<file path="config.mk">
export PLATFORM = sky130hd
export DESIGN_NAME = cdms_charge_seq
export DESIGN_NICKNAME = d
export VERILOG_FILES = /design/src/common/cdms_pkg.sv /design/src/core/cdms_charge_seq.sv
export SDC_FILE = /design/constraint.sdc
export NUM_CORES = 1
export LEC_CHECK = 0
export BUFFER_PORTS_ARGS = -buffer_cell sky130_fd_sc_hd__clkbuf_2
export CORE_AREA = 4 4 152 154
export DETAILED_ROUTE_END_ITERATION = 8
export DIE_AREA = 0 0 156 158
export HOLD_SLACK_MARGIN = 0.12
export PLACE_DENSITY = 0.81
export SYNTH_ARGS = -nofsm -noshare
export SYNTH_HDL_FRONTEND = slang
export SYNTH_SLANG_ARGS = --single-unit
</file>
<file path="constraint.sdc">
create_clock -name CORE_CLK -period 4 [get_ports CORE_CLK]
set_clock_uncertainty 0.05 [all_clocks]
set_input_delay 1.2 -clock CORE_CLK [delete_from_list [all_inputs] [get_ports CORE_CLK]]
set_output_delay 1.2 -clock CORE_CLK [all_outputs]
set_load 0.02 [all_outputs]
</file>
<file path="src/common/cdms_pkg.sv">
// constants and types for the downstream charge mode sequencer
package cdms_pkg;
  localparam int          NUM_PORTS      = 4;
  localparam int          ADDR_W         = 8;
  localparam int          DATA_W         = 8;
  // register offsets
  localparam logic [7:0]  REG_CHG_EN     = 8'h06;
  localparam logic [7:0]  REG_CTRL       = 8'h0A;
  localparam logic [7:0]  REG_SWEEP      = 8'h25;
  localparam logic [7:0]  REG_STRAP_STAT = 8'h40;
  localparam logic [7:0]  REG_PWR_STAT   = 8'h41;
  // field positions
  localparam int          CTRL_AUTO_DIS  = 1;
  localparam int          CTRL_HICUR     = 4;
  localparam int          SWEEP_FULL     = 0;
  localparam int          SWEEP_ALT_DIS  = 1;
  localparam int          ST_AUTO_N      = 4;
  localparam int          ST_FULL        = 5;
  localparam int          ST_PPP_N       = 6;
  localparam int          ST_GANG        = 7;
  localparam int          ST_SER_N       = 8;
  localparam int          ST_POL         = 9;
  localparam int          STRAP_W        = 10;
  // reset values
  localparam logic [7:0]  CHG_EN_RST     = 8'h00;
  localparam logic [7:0]  CTRL_RST       = 8'h12;
  localparam logic [7:0]  SWEEP_RST      = 8'h02;
  localparam logic [9:0]  STRAP_RST      = 10'h000;
  // timing
  localparam int          CLK_PERIOD_NS  = 10;
  localparam int          PWR_OFF_NS     = 1000;
  localparam int          PWR_OFF_CYC    = (PWR_OFF_NS + CLK_PERIOD_NS - 1) / CLK_PERIOD_NS;
  localparam int          GAP_W          = 8;
  localparam longint      DCP_TIMEOUT_MS = 64'h7D0;
  localparam longint      DCP_TIMEOUT_CYC_L = DCP_TIMEOUT_MS * 64'hF4240 / CLK_PERIOD_NS;
  localparam int          TMR_W          = 28;
  // divider levels
  localparam logic [1:0]  LVL_OFF        = 2'h0;
  localparam logic [1:0]  LVL_LOW        = 2'h1;
  localparam logic [1:0]  LVL_MID        = 2'h2;
  localparam logic [1:0]  LVL_HIGH       = 2'h3;

  typedef enum logic [2:0] {
    CDMS_NONE,
    CDMS_CDP,
    CDMS_DCP,
    CDMS_DIV,
    CDMS_ALT,
    CDMS_GAP
  } cdms_mode_type;
endpackage : cdms_pkg

</file>
<file path="src/core/cdms_charge_seq.sv">
// per-port battery charging mode sequencer with register port and strap capture
`timescale 1ns/1ns
// Operation
// each port charges only if its enable bit, from field or strap, is set
// straps are captured on the cycle the global reset is released
// enabled port uses CDP when VBUS valid, hub configured, port powered
// upstream unconnected with charging enabled drives the port power on
// upstream unconnected, auto mode off: dedicated charging only
// auto mode enabled by low strap or low control bit 1
// divider and alternate modes only when unconnected and auto mode on
// auto mode starts in highest enabled divider level, stays without pull-up
// pull-up in divider: power off, go alternate or dedicated, power on
// pull-up in alternate: power off, go dedicated, power on
// dedicated mode stays while pull-up or data line voltage seen
// neither within two seconds: power off, back to divider, repeat
// full sweep tries every divider level before alternate or dedicated
// divider defaults to highest level; select bit picks lower level
// full sweep without alternate: high, mid, low, dedicated
// no sweep, no alternate: mid or high by select, then dedicated
// alternate mode, when enabled, sits just before dedicated mode
// without external memory, modes come from captured straps
// divider level places fixed level on the data lines
// reset source holds reset three ms after supplies stable
// two second timeout counts core clocks, restarts on dedicated entry
// charging enabled forces per-port power management, not ganged
module cdms_charge_seq #(
  parameter int unsigned DCP_TIMEOUT_CYC = int'(cdms_pkg::DCP_TIMEOUT_CYC_L)
) (
  // clock and reset
  input  wire logic                             CORE_CLK,
  input  wire logic                             RST,
  // register port
  input  wire logic [cdms_pkg::ADDR_W-1:0]      REG_ADDR,
  input  wire logic [cdms_pkg::DATA_W-1:0]      REG_WDATA,
  input  wire logic                             REG_WR,
  input  wire logic                             REG_RD,
  output logic      [cdms_pkg::DATA_W-1:0]      REG_RDATA,
  // straps
  input  wire logic [cdms_pkg::NUM_PORTS-1:0]   CHARGE_ENABLE_STRAPS,
  input  wire logic                             AUTO_SEQUENCE_STRAP_N,
  input  wire logic                             FULL_SWEEP_STRAP,
  input  wire logic                             PER_PORT_POWER_STRAP_N,
  input  wire logic                             GANGED_STRAP,
  input  wire logic                             SERIAL_HOST_SELECT_STRAP_N,
  input  wire logic                             POWER_ENABLE_POLARITY_STRAP,
  // hub status
  input  wire logic                             NVM_PRESENT,
  input  wire logic                             VBUS_VALID,
  input  wire logic                             HUB_CONFIGURED,
  input  wire logic [cdms_pkg::NUM_PORTS-1:0]   HOST_PORT_POWER,
  // port line detectors
  input  wire logic [cdms_pkg::NUM_PORTS-1:0]   DP_PULLUP,
  input  wire logic [cdms_pkg::NUM_PORTS-1:0]   DATA_LINE_VOLTAGE_DETECT,
  // port outputs
  output logic      [cdms_pkg::NUM_PORTS-1:0]   PORT_POWER_EN,
  output logic      [cdms_pkg::NUM_PORTS*3-1:0] PORT_MODE,
  output logic      [cdms_pkg::NUM_PORTS*2-1:0] DIVIDER_LEVEL,
  output logic      [cdms_pkg::NUM_PORTS-1:0]   DIVIDER_DRIVE,
  output logic                                  PER_PORT_POWER_MGMT,
  output logic                                  GANGED_POWER_MODE
);

  localparam int NP = cdms_pkg::NUM_PORTS;

  // start level of the divider sweep
  function automatic logic [1:0] start_level(input logic full, input logic hicur);
    start_level = (full || hicur) ? cdms_pkg::LVL_HIGH : cdms_pkg::LVL_MID;
  endfunction : start_level

  // registers and strap capture
  logic [7:0]                 chg_en_r;
  logic [7:0]                 ctrl_r;
  logic [7:0]                 sweep_r;
  logic [cdms_pkg::STRAP_W-1:0] strap_r;
  logic                       rst_q_r;
  logic [7:0]                 rdata_r;
  logic                       ppm_r;
  logic                       gang_r;

  wire logic                  rel_w      = rst_q_r && !RST;
  wire logic [cdms_pkg::STRAP_W-1:0] strap_in_w = {POWER_ENABLE_POLARITY_STRAP,
                                                   SERIAL_HOST_SELECT_STRAP_N, GANGED_STRAP,
                                                   PER_PORT_POWER_STRAP_N, FULL_SWEEP_STRAP,
                                                   AUTO_SEQUENCE_STRAP_N, CHARGE_ENABLE_STRAPS};

  always_ff @(posedge CORE_CLK) begin
    if (RST) begin
      rst_q_r <= 1'b1;
      strap_r <= cdms_pkg::STRAP_RST;
    end else begin
      rst_q_r <= 1'b0;
      if (rel_w) strap_r <= strap_in_w;
    end
  end

  // effective configuration
  wire logic          use_regs_w = NVM_PRESENT;
  wire logic [NP-1:0] chg_en_w   = use_regs_w ? chg_en_r[NP-1:0] : strap_r[NP-1:0];
  wire logic          auto_on_w  = use_regs_w ? !ctrl_r[cdms_pkg::CTRL_AUTO_DIS]
                                              : !strap_r[cdms_pkg::ST_AUTO_N];
  wire logic          full_w     = use_regs_w ? sweep_r[cdms_pkg::SWEEP_FULL]
                                              : strap_r[cdms_pkg::ST_FULL];
  wire logic          alt_en_w   = use_regs_w && !sweep_r[cdms_pkg::SWEEP_ALT_DIS];
  wire logic          hicur_w    = !use_regs_w || ctrl_r[cdms_pkg::CTRL_HICUR];
  wire logic          pol_w      = strap_r[cdms_pkg::ST_POL];
  wire logic [1:0]    first_lvl_w = start_level(full_w, hicur_w);

  // register port decode
  wire logic wr_chg_w   = REG_WR && (REG_ADDR == cdms_pkg::REG_CHG_EN);
  wire logic wr_ctrl_w  = REG_WR && (REG_ADDR == cdms_pkg::REG_CTRL);
  wire logic wr_sweep_w = REG_WR && (REG_ADDR == cdms_pkg::REG_SWEEP);
  logic [NP-1:0] pwr_r;
  wire logic [7:0] strap_stat_w = strap_r[7:0];
  wire logic [7:0] pwr_stat_w   = {{(8-NP){1'b0}}, pwr_r};
  wire logic [7:0] rd_mux_w =
    (REG_ADDR == cdms_pkg::REG_CHG_EN)     ? chg_en_r     :
    (REG_ADDR == cdms_pkg::REG_CTRL)       ? ctrl_r       :
    (REG_ADDR == cdms_pkg::REG_SWEEP)      ? sweep_r      :
    (REG_ADDR == cdms_pkg::REG_STRAP_STAT) ? strap_stat_w :
    (REG_ADDR == cdms_pkg::REG_PWR_STAT)   ? pwr_stat_w   : 8'h00;

  always_ff @(posedge CORE_CLK) begin
    if (RST) begin
      chg_en_r <= cdms_pkg::CHG_EN_RST;
      ctrl_r   <= cdms_pkg::CTRL_RST;
      sweep_r  <= cdms_pkg::SWEEP_RST;
      rdata_r  <= 8'h00;
    end else begin
      if (wr_chg_w)   chg_en_r <= {{(8-NP){1'b0}}, REG_WDATA[NP-1:0]};
      if (wr_ctrl_w)  ctrl_r   <= REG_WDATA;
      if (wr_sweep_w) sweep_r  <= REG_WDATA;
      rdata_r <= REG_RD ? rd_mux_w : 8'h00;
    end
  end
  assign REG_RDATA = rdata_r;

  // power management style
  always_ff @(posedge CORE_CLK) begin
    if (RST) begin
      ppm_r  <= 1'b0;
      gang_r <= 1'b0;
    end else begin
      ppm_r  <= (|chg_en_w) || !strap_r[cdms_pkg::ST_PPP_N];
      gang_r <= !(|chg_en_w) && strap_r[cdms_pkg::ST_GANG];
    end
  end
  assign PER_PORT_POWER_MGMT = ppm_r;
  assign GANGED_POWER_MODE   = gang_r;

  // per-port state
  cdms_pkg::cdms_mode_type        mode_r  [NP];
  cdms_pkg::cdms_mode_type        tgt_r   [NP];
  logic [1:0]                     lvl_r   [NP];
  logic [1:0]                     tgtl_r  [NP];
  logic [cdms_pkg::GAP_W-1:0]     gap_r   [NP];
  logic [cdms_pkg::TMR_W-1:0]     tmr_r   [NP];
  logic [NP-1:0]                  run_w;

  for (genvar p = 0; p < NP; p++) begin : g_port
    cdms_pkg::cdms_mode_type    mode_nxt;
    cdms_pkg::cdms_mode_type    tgt_nxt;
    logic [1:0]                 lvl_nxt;
    logic [1:0]                 tgtl_nxt;
    logic [cdms_pkg::GAP_W-1:0] gap_nxt;
    logic [cdms_pkg::TMR_W-1:0] tmr_nxt;
    logic                       pwr_nxt;

    wire logic pull_w = DP_PULLUP[p];
    wire logic seen_w = DP_PULLUP[p] || DATA_LINE_VOLTAGE_DETECT[p];
    wire logic cdp_w  = VBUS_VALID && HUB_CONFIGURED && HOST_PORT_POWER[p];
    wire logic last_w = !full_w || (lvl_r[p] == cdms_pkg::LVL_LOW);
    wire logic tout_w = tmr_r[p] == cdms_pkg::TMR_W'(DCP_TIMEOUT_CYC - 1);
    assign run_w[p] = chg_en_w[p] && !VBUS_VALID && auto_on_w;

    always_comb begin
      mode_nxt = mode_r[p];
      tgt_nxt  = tgt_r[p];
      lvl_nxt  = lvl_r[p];
      tgtl_nxt = tgtl_r[p];
      gap_nxt  = gap_r[p];
      tmr_nxt  = tmr_r[p];
      if (!chg_en_w[p]) begin
        mode_nxt = cdms_pkg::CDMS_NONE;
      end else if (VBUS_VALID) begin
        mode_nxt = cdp_w ? cdms_pkg::CDMS_CDP : cdms_pkg::CDMS_NONE;
      end else if (!auto_on_w) begin
        mode_nxt = cdms_pkg::CDMS_DCP;
      end else begin
        case (mode_r[p])
          cdms_pkg::CDMS_DIV: begin
            if (pull_w) begin
              mode_nxt = cdms_pkg::CDMS_GAP;
              gap_nxt  = '0;
              if (!last_w) begin
                tgt_nxt  = cdms_pkg::CDMS_DIV;
                tgtl_nxt = lvl_r[p] - 2'h1;
              end else begin
                tgt_nxt  = alt_en_w ? cdms_pkg::CDMS_ALT : cdms_pkg::CDMS_DCP;
                tgtl_nxt = cdms_pkg::LVL_OFF;
              end
            end
          end
          cdms_pkg::CDMS_ALT: begin
            if (pull_w) begin
              mode_nxt = cdms_pkg::CDMS_GAP;
              gap_nxt  = '0;
              tgt_nxt  = cdms_pkg::CDMS_DCP;
              tgtl_nxt = cdms_pkg::LVL_OFF;
            end
          end
          cdms_pkg::CDMS_DCP: begin
            if (seen_w) begin
              tmr_nxt = '0;
            end else if (tout_w) begin
              mode_nxt = cdms_pkg::CDMS_GAP;
              gap_nxt  = '0;
              tgt_nxt  = cdms_pkg::CDMS_DIV;
              tgtl_nxt = first_lvl_w;
            end else begin
              tmr_nxt = tmr_r[p] + 1'b1;
            end
          end
          cdms_pkg::CDMS_GAP: begin
            if (gap_r[p] == cdms_pkg::GAP_W'(cdms_pkg::PWR_OFF_CYC - 1)) begin
              mode_nxt = tgt_r[p];
              lvl_nxt  = tgtl_r[p];
              tmr_nxt  = '0;
            end else begin
              gap_nxt = gap_r[p] + 1'b1;
            end
          end
          default: begin
            mode_nxt = cdms_pkg::CDMS_DIV;
            lvl_nxt  = first_lvl_w;
          end
        endcase
      end
      pwr_nxt = (mode_nxt == cdms_pkg::CDMS_CDP) || (mode_nxt == cdms_pkg::CDMS_DCP) ||
                (mode_nxt == cdms_pkg::CDMS_DIV) || (mode_nxt == cdms_pkg::CDMS_ALT);
    end

    always_ff @(posedge CORE_CLK) begin
      if (RST) begin
        mode_r[p] <= cdms_pkg::CDMS_NONE;
        tgt_r[p]  <= cdms_pkg::CDMS_NONE;
        lvl_r[p]  <= cdms_pkg::LVL_OFF;
        tgtl_r[p] <= cdms_pkg::LVL_OFF;
        gap_r[p]  <= '0;
        tmr_r[p]  <= '0;
        pwr_r[p]  <= 1'b0;
      end else begin
        mode_r[p] <= mode_nxt;
        tgt_r[p]  <= tgt_nxt;
        lvl_r[p]  <= lvl_nxt;
        tgtl_r[p] <= tgtl_nxt;
        gap_r[p]  <= gap_nxt;
        tmr_r[p]  <= tmr_nxt;
        pwr_r[p]  <= pwr_nxt;
      end
    end

    wire logic div_w = mode_r[p] == cdms_pkg::CDMS_DIV;
    assign PORT_POWER_EN[p]        = pol_w ? pwr_r[p] : !pwr_r[p];
    assign PORT_MODE[3*p +: 3]     = mode_r[p];
    assign DIVIDER_LEVEL[2*p +: 2] = div_w ? lvl_r[p] : cdms_pkg::LVL_OFF;
    assign DIVIDER_DRIVE[p]        = div_w;

  end
endmodule : cdms_charge_seq

</file>
* Word-level counts from Yosys, hierarchy flattened *
Memory sizes are Yosys's and may differ from the RTL's.
Index checks and enable logic that the tools add are counted.

storage, ports and cells
  bits in registers = 45
  bits in latches = 0
  RAM bits = 184
  memory bits (read-only) = 0
  bits of input ports = 45
  output and inout bits = 38
  word-level logic and storage cells = 395
  memories = 6

memories
  name    words  width  rd ports  clocked after memory_dff  wr ports  line                    RTL
  tmr_r   4      28     4         0                         4         cdms_charge_seq.sv:156  logic [cdms_pkg::TMR_W-1:0] tmr_r [NP];
  gap_r   4      8      4         0                         4         cdms_charge_seq.sv:155  logic [cdms_pkg::GAP_W-1:0] gap_r [NP];
  mode_r  4      3      4         0                         4         cdms_charge_seq.sv:151  cdms_pkg::cdms_mode_type mode_r [NP];
  tgt_r   4      3      4         0                         4         cdms_charge_seq.sv:152  cdms_pkg::cdms_mode_type tgt_r [NP];
  lvl_r   4      2      4         0                         4         cdms_charge_seq.sv:153  logic [1:0] lvl_r [NP];
  tgtl_r  4      2      4         0                         4         cdms_charge_seq.sv:154  logic [1:0] tgtl_r [NP];

operators by class
  add/sub/neg operators = 12
  multipliers = 0
  div/mod/pow operators = 0
  magnitude comparators = 0
  eq/ne operators = 49
  shift operators = 0
  muxes and demuxes = 233
  bitwise operators = 25
  reduce and logical (&&, ||, !) cells = 57

operators with widths
  kind                                            count
  two-way mux 28 bit                              28
  two-way mux 8 bit                               35
  case mux 28 bit (2 select lines)                4
  two-way mux 3 bit                               69
  two-way mux 2 bit                               60
  adder 28 x 1 -> 28 bit (second input constant)  4
  == test 28 bit (second input constant)          4
  case mux 8 bit (3 select lines)                 4
  case mux 3 bit (3 select lines)                 8
  == test 3 x 2 -> 1 bit (second input constant)  16
  == test 8 x 7 -> 1 bit (second input constant)  6
  == test 3 bit (second input constant)           12
  adder 8 x 1 -> 8 bit (second input constant)    4
  bitwise OR 1 bit                                24
  case mux 2 bit (3 select lines)                 4
  logical OR 1 bit                                23
  case mux 2 bit (2 select lines)                 4
  OR reduction 3 bit                              5
  two-way mux 1 bit                               14
  == test 3 x 1 -> 1 bit (second input constant)  4
  zero test 1 bit                                 12
  two-way mux 4 bit                               3
  logical AND 1 bit                               11
  OR reduction 2 bit                              5
  7 further kinds                                 13

* Logic depth before layout (Yosys ltp) *
An unclocked memory read counts as a cell.

  depth after elaboration = 12
  gate-level depth with buffers = 10
  mapped depth without buffers = 7

* Worst setup path before layout *
OpenSTA, ideal clock, no wires.

  kind = input port to flip-flop
  start point = in NVM_PRESENT
  end point = mem tmr_r[0][27] (netlist name)
  library setup time = 0.071 ns
  arrival = 3.072 ns
  required time = 3.879 ns
  path slack = 0.808 ns
  stages = 7
  path buffers = 1
  path through = or3b_1 -> a21oi_4 -> nand2_4 -> or4b_1 -> clkbuf_1 -> or3_1 -> a21oi_1

RTL lines
  item             line                    RTL
  start, declared  cdms_charge_seq.sv:47   input wire logic NVM_PRESENT,
  end, declared    cdms_charge_seq.sv:156

==> metrics.cfg <==
[place]
place_area_mm2=0.01283
portBuffers=81
gp_congestion=0.9584
hpwl_um=22390

[power]
irDropWorstVdd_mv=0.3239
power.density_mw_per_mm2=355.1
leakage_nw=4.549

[route]
drtIter0Drc=986
vias=11798
wire_per_inst_um=17.22
viasPerCell=6.360
routed_wl_um=31950
first_pass_iters=6
post-route-drc-count=0
ant_nets=0

[global_routing]
grt_max_degree=56
grt_pass1_wl_um=52990
grt.total_usage=0.2520
antenna_found_initial=1
grt_pass1_vias=10857
grt_remaining_overflow=0

[floorplan]
die-area_mm2=0.02465
num_rows=54
core_area_mm2=0.02169
ioPinCount=83
initial_core_util=0.5618
die_h_um=158
die_w_um=156

[min_path]
min-delay-path-class=reg2reg
holdPathStages=2
hold_end=ctrl_r[3]$_SDFFE_PP0P_
min_from=ctrl_r[3]$_SDFFE_PP0P_

[critical_path]
cp.arrival_ns=3.66
reg2reg_setup_slack_ns=0.92
r2r_cells=6
r2r_end=tmr_r[1][12]$_SDFFE_PP0P_
path_class=in2reg
cp-start-kind=primary input
r2r_start=gap_r[1][2]$_SDFFE_PP0P_
endpoint_kind=flip-flop
cp_max_fo=16
required_ns=4.42

[cts]
cts-root-to-sink-buffers=3
cts_resized=0
clock_sinks=228
worst_skew_pair.late_latency_ns=0.54
cts_tree=built
hold_buffers=0
post-cts-setup-buffer-count=0
cts_buffers=25
h-tree-depth=1
root_buffer=clkbuf_16
clk_pin_slew_worst_paths_ns=0.06

[final_layout]
fill_cells=1844
area_growth_syn_to_layout_pct=12.22
design_area_mm2=0.01367
finalNetCount=1614
layout-drive-gt1-share=0.1163

[yosys]
synth_edf_count=0
synth_ff_type=dfxtp_1
synthArstFlopShare=0
syn_nets=1557
avgSynthCellArea_um2=8.134
ys_warn_count=0
synth_top_area_frac=0.3746
synth_top_area_cell=dfxtp_1
synth.cell_area_mm2=0.01218
ys_ff_latch=228
ys_seq_area_frac=0.3746
synthTopCellsByArea=dfxtp_1, a21oi_1, nor2_1
synth_cell_type_count=90
syn_inst=1498

[timing]
max_freq_mhz=309.4
tns_ns=0
setup_viol=0
relSlewSlack=0.3252
finalCritPeriodShare=0.8079
hold-worst-slack_ns=0.4021
finalHoldViolCount=0
drv_slew=0
rsz0062_at_grt=no
post-route-min-period_ns=3.232
worst_slew_pin_slew_ns=1.012

[flow_run]
maxCapViolCount=0

[run_status]
outcome=finished clean

## critical path, stage by stage
cell       delay [ns]
clkbuf_2         0.25
or3b_1           0.46
a21oi_2          0.44
o21a_1           0.29
o21ai_1          0.15
a2111oi_0        0.64
o21a_1           0.21
## final cells by class
cell class	count	area [um^2]	share of cell area
repair buffers	105	598.1	0.04374
flip-flops and latches	228	4564	0.3338
clock inverters	15	157.7	0.01153
well taps	280	350.3	0.02562
diodes	1	2.502	0.0001830
clock buffers	31	678.2	0.04960
multi-input cells	1153	7164	0.5240
inverters	42	157.7	0.01153
## state kept, by name, summed over array words and instances (netlist names), 9 cells and up
name,cells
gap_r,32
mode_r,12
strap_r,9
tgt_r,12
tmr_r,112
## cell usage in the layout (no fill, tap or decap), types with 33 or more instances in the layout
| cell type | count |
|---|---|
| dfxtp_1 | 228 |
| nor2_1 | 150 |
| a21oi_1 | 137 |
| nand2_1 | 114 |
| nand3_1 | 81 |
| clkbuf_2 | 80 |
| xnor2_1 | 52 |
| o21ai_0 | 51 |
| nor3_1 | 49 |
| or3_1 | 43 |
| inv_1 | 41 |
| or4_1 | 41 |
| o31ai_1 | 33 |
## how the worst max path moves through the flow
stage / startpoint / end / slack (ns) / cells after the start
after floorplan: NVM_PRESENT / tmr_r[0][27]$_SDFFE_PP0P_ / 0.81 / 7
after global placement: NVM_PRESENT / gap_r[3][2]$_SDFFE_PP0P_ / 0.39 / 7
after detailed placement: NVM_PRESENT / gap_r[2][7]$_SDFFE_PP0P_ / 0.33 / 7
after CTS: NVM_PRESENT / tmr_r[2][27]$_SDFFE_PP0P_ / 0.84 / 7
after global routing: NVM_PRESENT / gap_r[2][6]$_SDFFE_PP0P_ / 0.63 / 7
final: NVM_PRESENT / tgt_r[1][2]$_SDFFE_PP0P_ / 0.77 / 7
## synthesized netlist by cell type (6+ instances only)
library cell / count
buf_2: 13
nor4b_1: 10
a211oi_1: 28
dfxtp_1: 228
and4_1: 13
o21ai_1: 10
nor2_1: 150
o211ai_1: 10
nand4_1: 31
nand2b_1: 16
nor3_1: 49
nand3_1: 81
nand2_1: 114
clkbuf_1: 53
ha_1: 14
o21ai_0: 51
o31ai_1: 34
xor2_1: 8
inv_1: 41
or3_1: 43
o2111ai_1: 8
nor4_1: 22
a21o_1: 9
and3_1: 24
mux2i_1: 32
and2_1: 14
nand3b_1: 11
a22oi_1: 7
nand4b_1: 6
nor2b_1: 12
or4_1: 41
xnor2_1: 52
a21oi_1: 138
nor3b_1: 6
## layer usage
metal / up-vias / GRT usage / wire (um) / part of all wire
li1: 5693 / - / - / -
met3: 70 / 0.04292 / 2323 / 0.073
met1: 5587 / 0.3483 / 14160 / 0.44
met2: 448 / 0.4014 / 14450 / 0.45
met5: - / 0 / 0 / 0
met4: 0 / 0.08462 / 1011 / 0.032
## kinds of logic (layout without fill, tap and decap cells)
kind of cell	count (synthesis)	count (layout)	share of synthesized area
flip-flops	228	228	0.3746
XOR/XNOR	60	60	0.04313
adder cells (fa/ha/maj)	14	14	0.01438
AND/OR/NAND/NOR	676	676	0.3006
buffers and inverters	117	193	0.03861
multiplexers	37	37	0.03091
other	0	1	0
AO/OA/AOI/OAI	366	366	0.1978
## where the power goes
| part | internal (mW) | total, mW | switching (mW) |
|---|---|---|---|
| logic | 0.0653 | 0.200 | 0.135 |
| clock network | 1.40 | 2.36 | 0.960 |
| registers | 2.28 | 2.30 | 0.0154 |
| total | 3.75 | 4.86 | 1.11 |
## metrics by stage
| stage | instances | power [mW] | util | setup slack [ns] |
|---|---|---|---|---|
| floorplan | 1498 | 2.461 | - | 0.8077 |
| global placement | 1808 | 2.540 | 0.5918 | 0.3930 |
| global route | 1855 | 4.997 | 0.6304 | 0.6282 |
| CTS | 1854 | 4.872 | 0.6303 | 0.8384 |
| detailed placement | 1808 | 2.543 | 0.5918 | 0.3314 |
| finish | 1855 | 4.856 | 0.6304 | 0.7684 |
No activity file was read; power rests on OpenSTA's default activity.
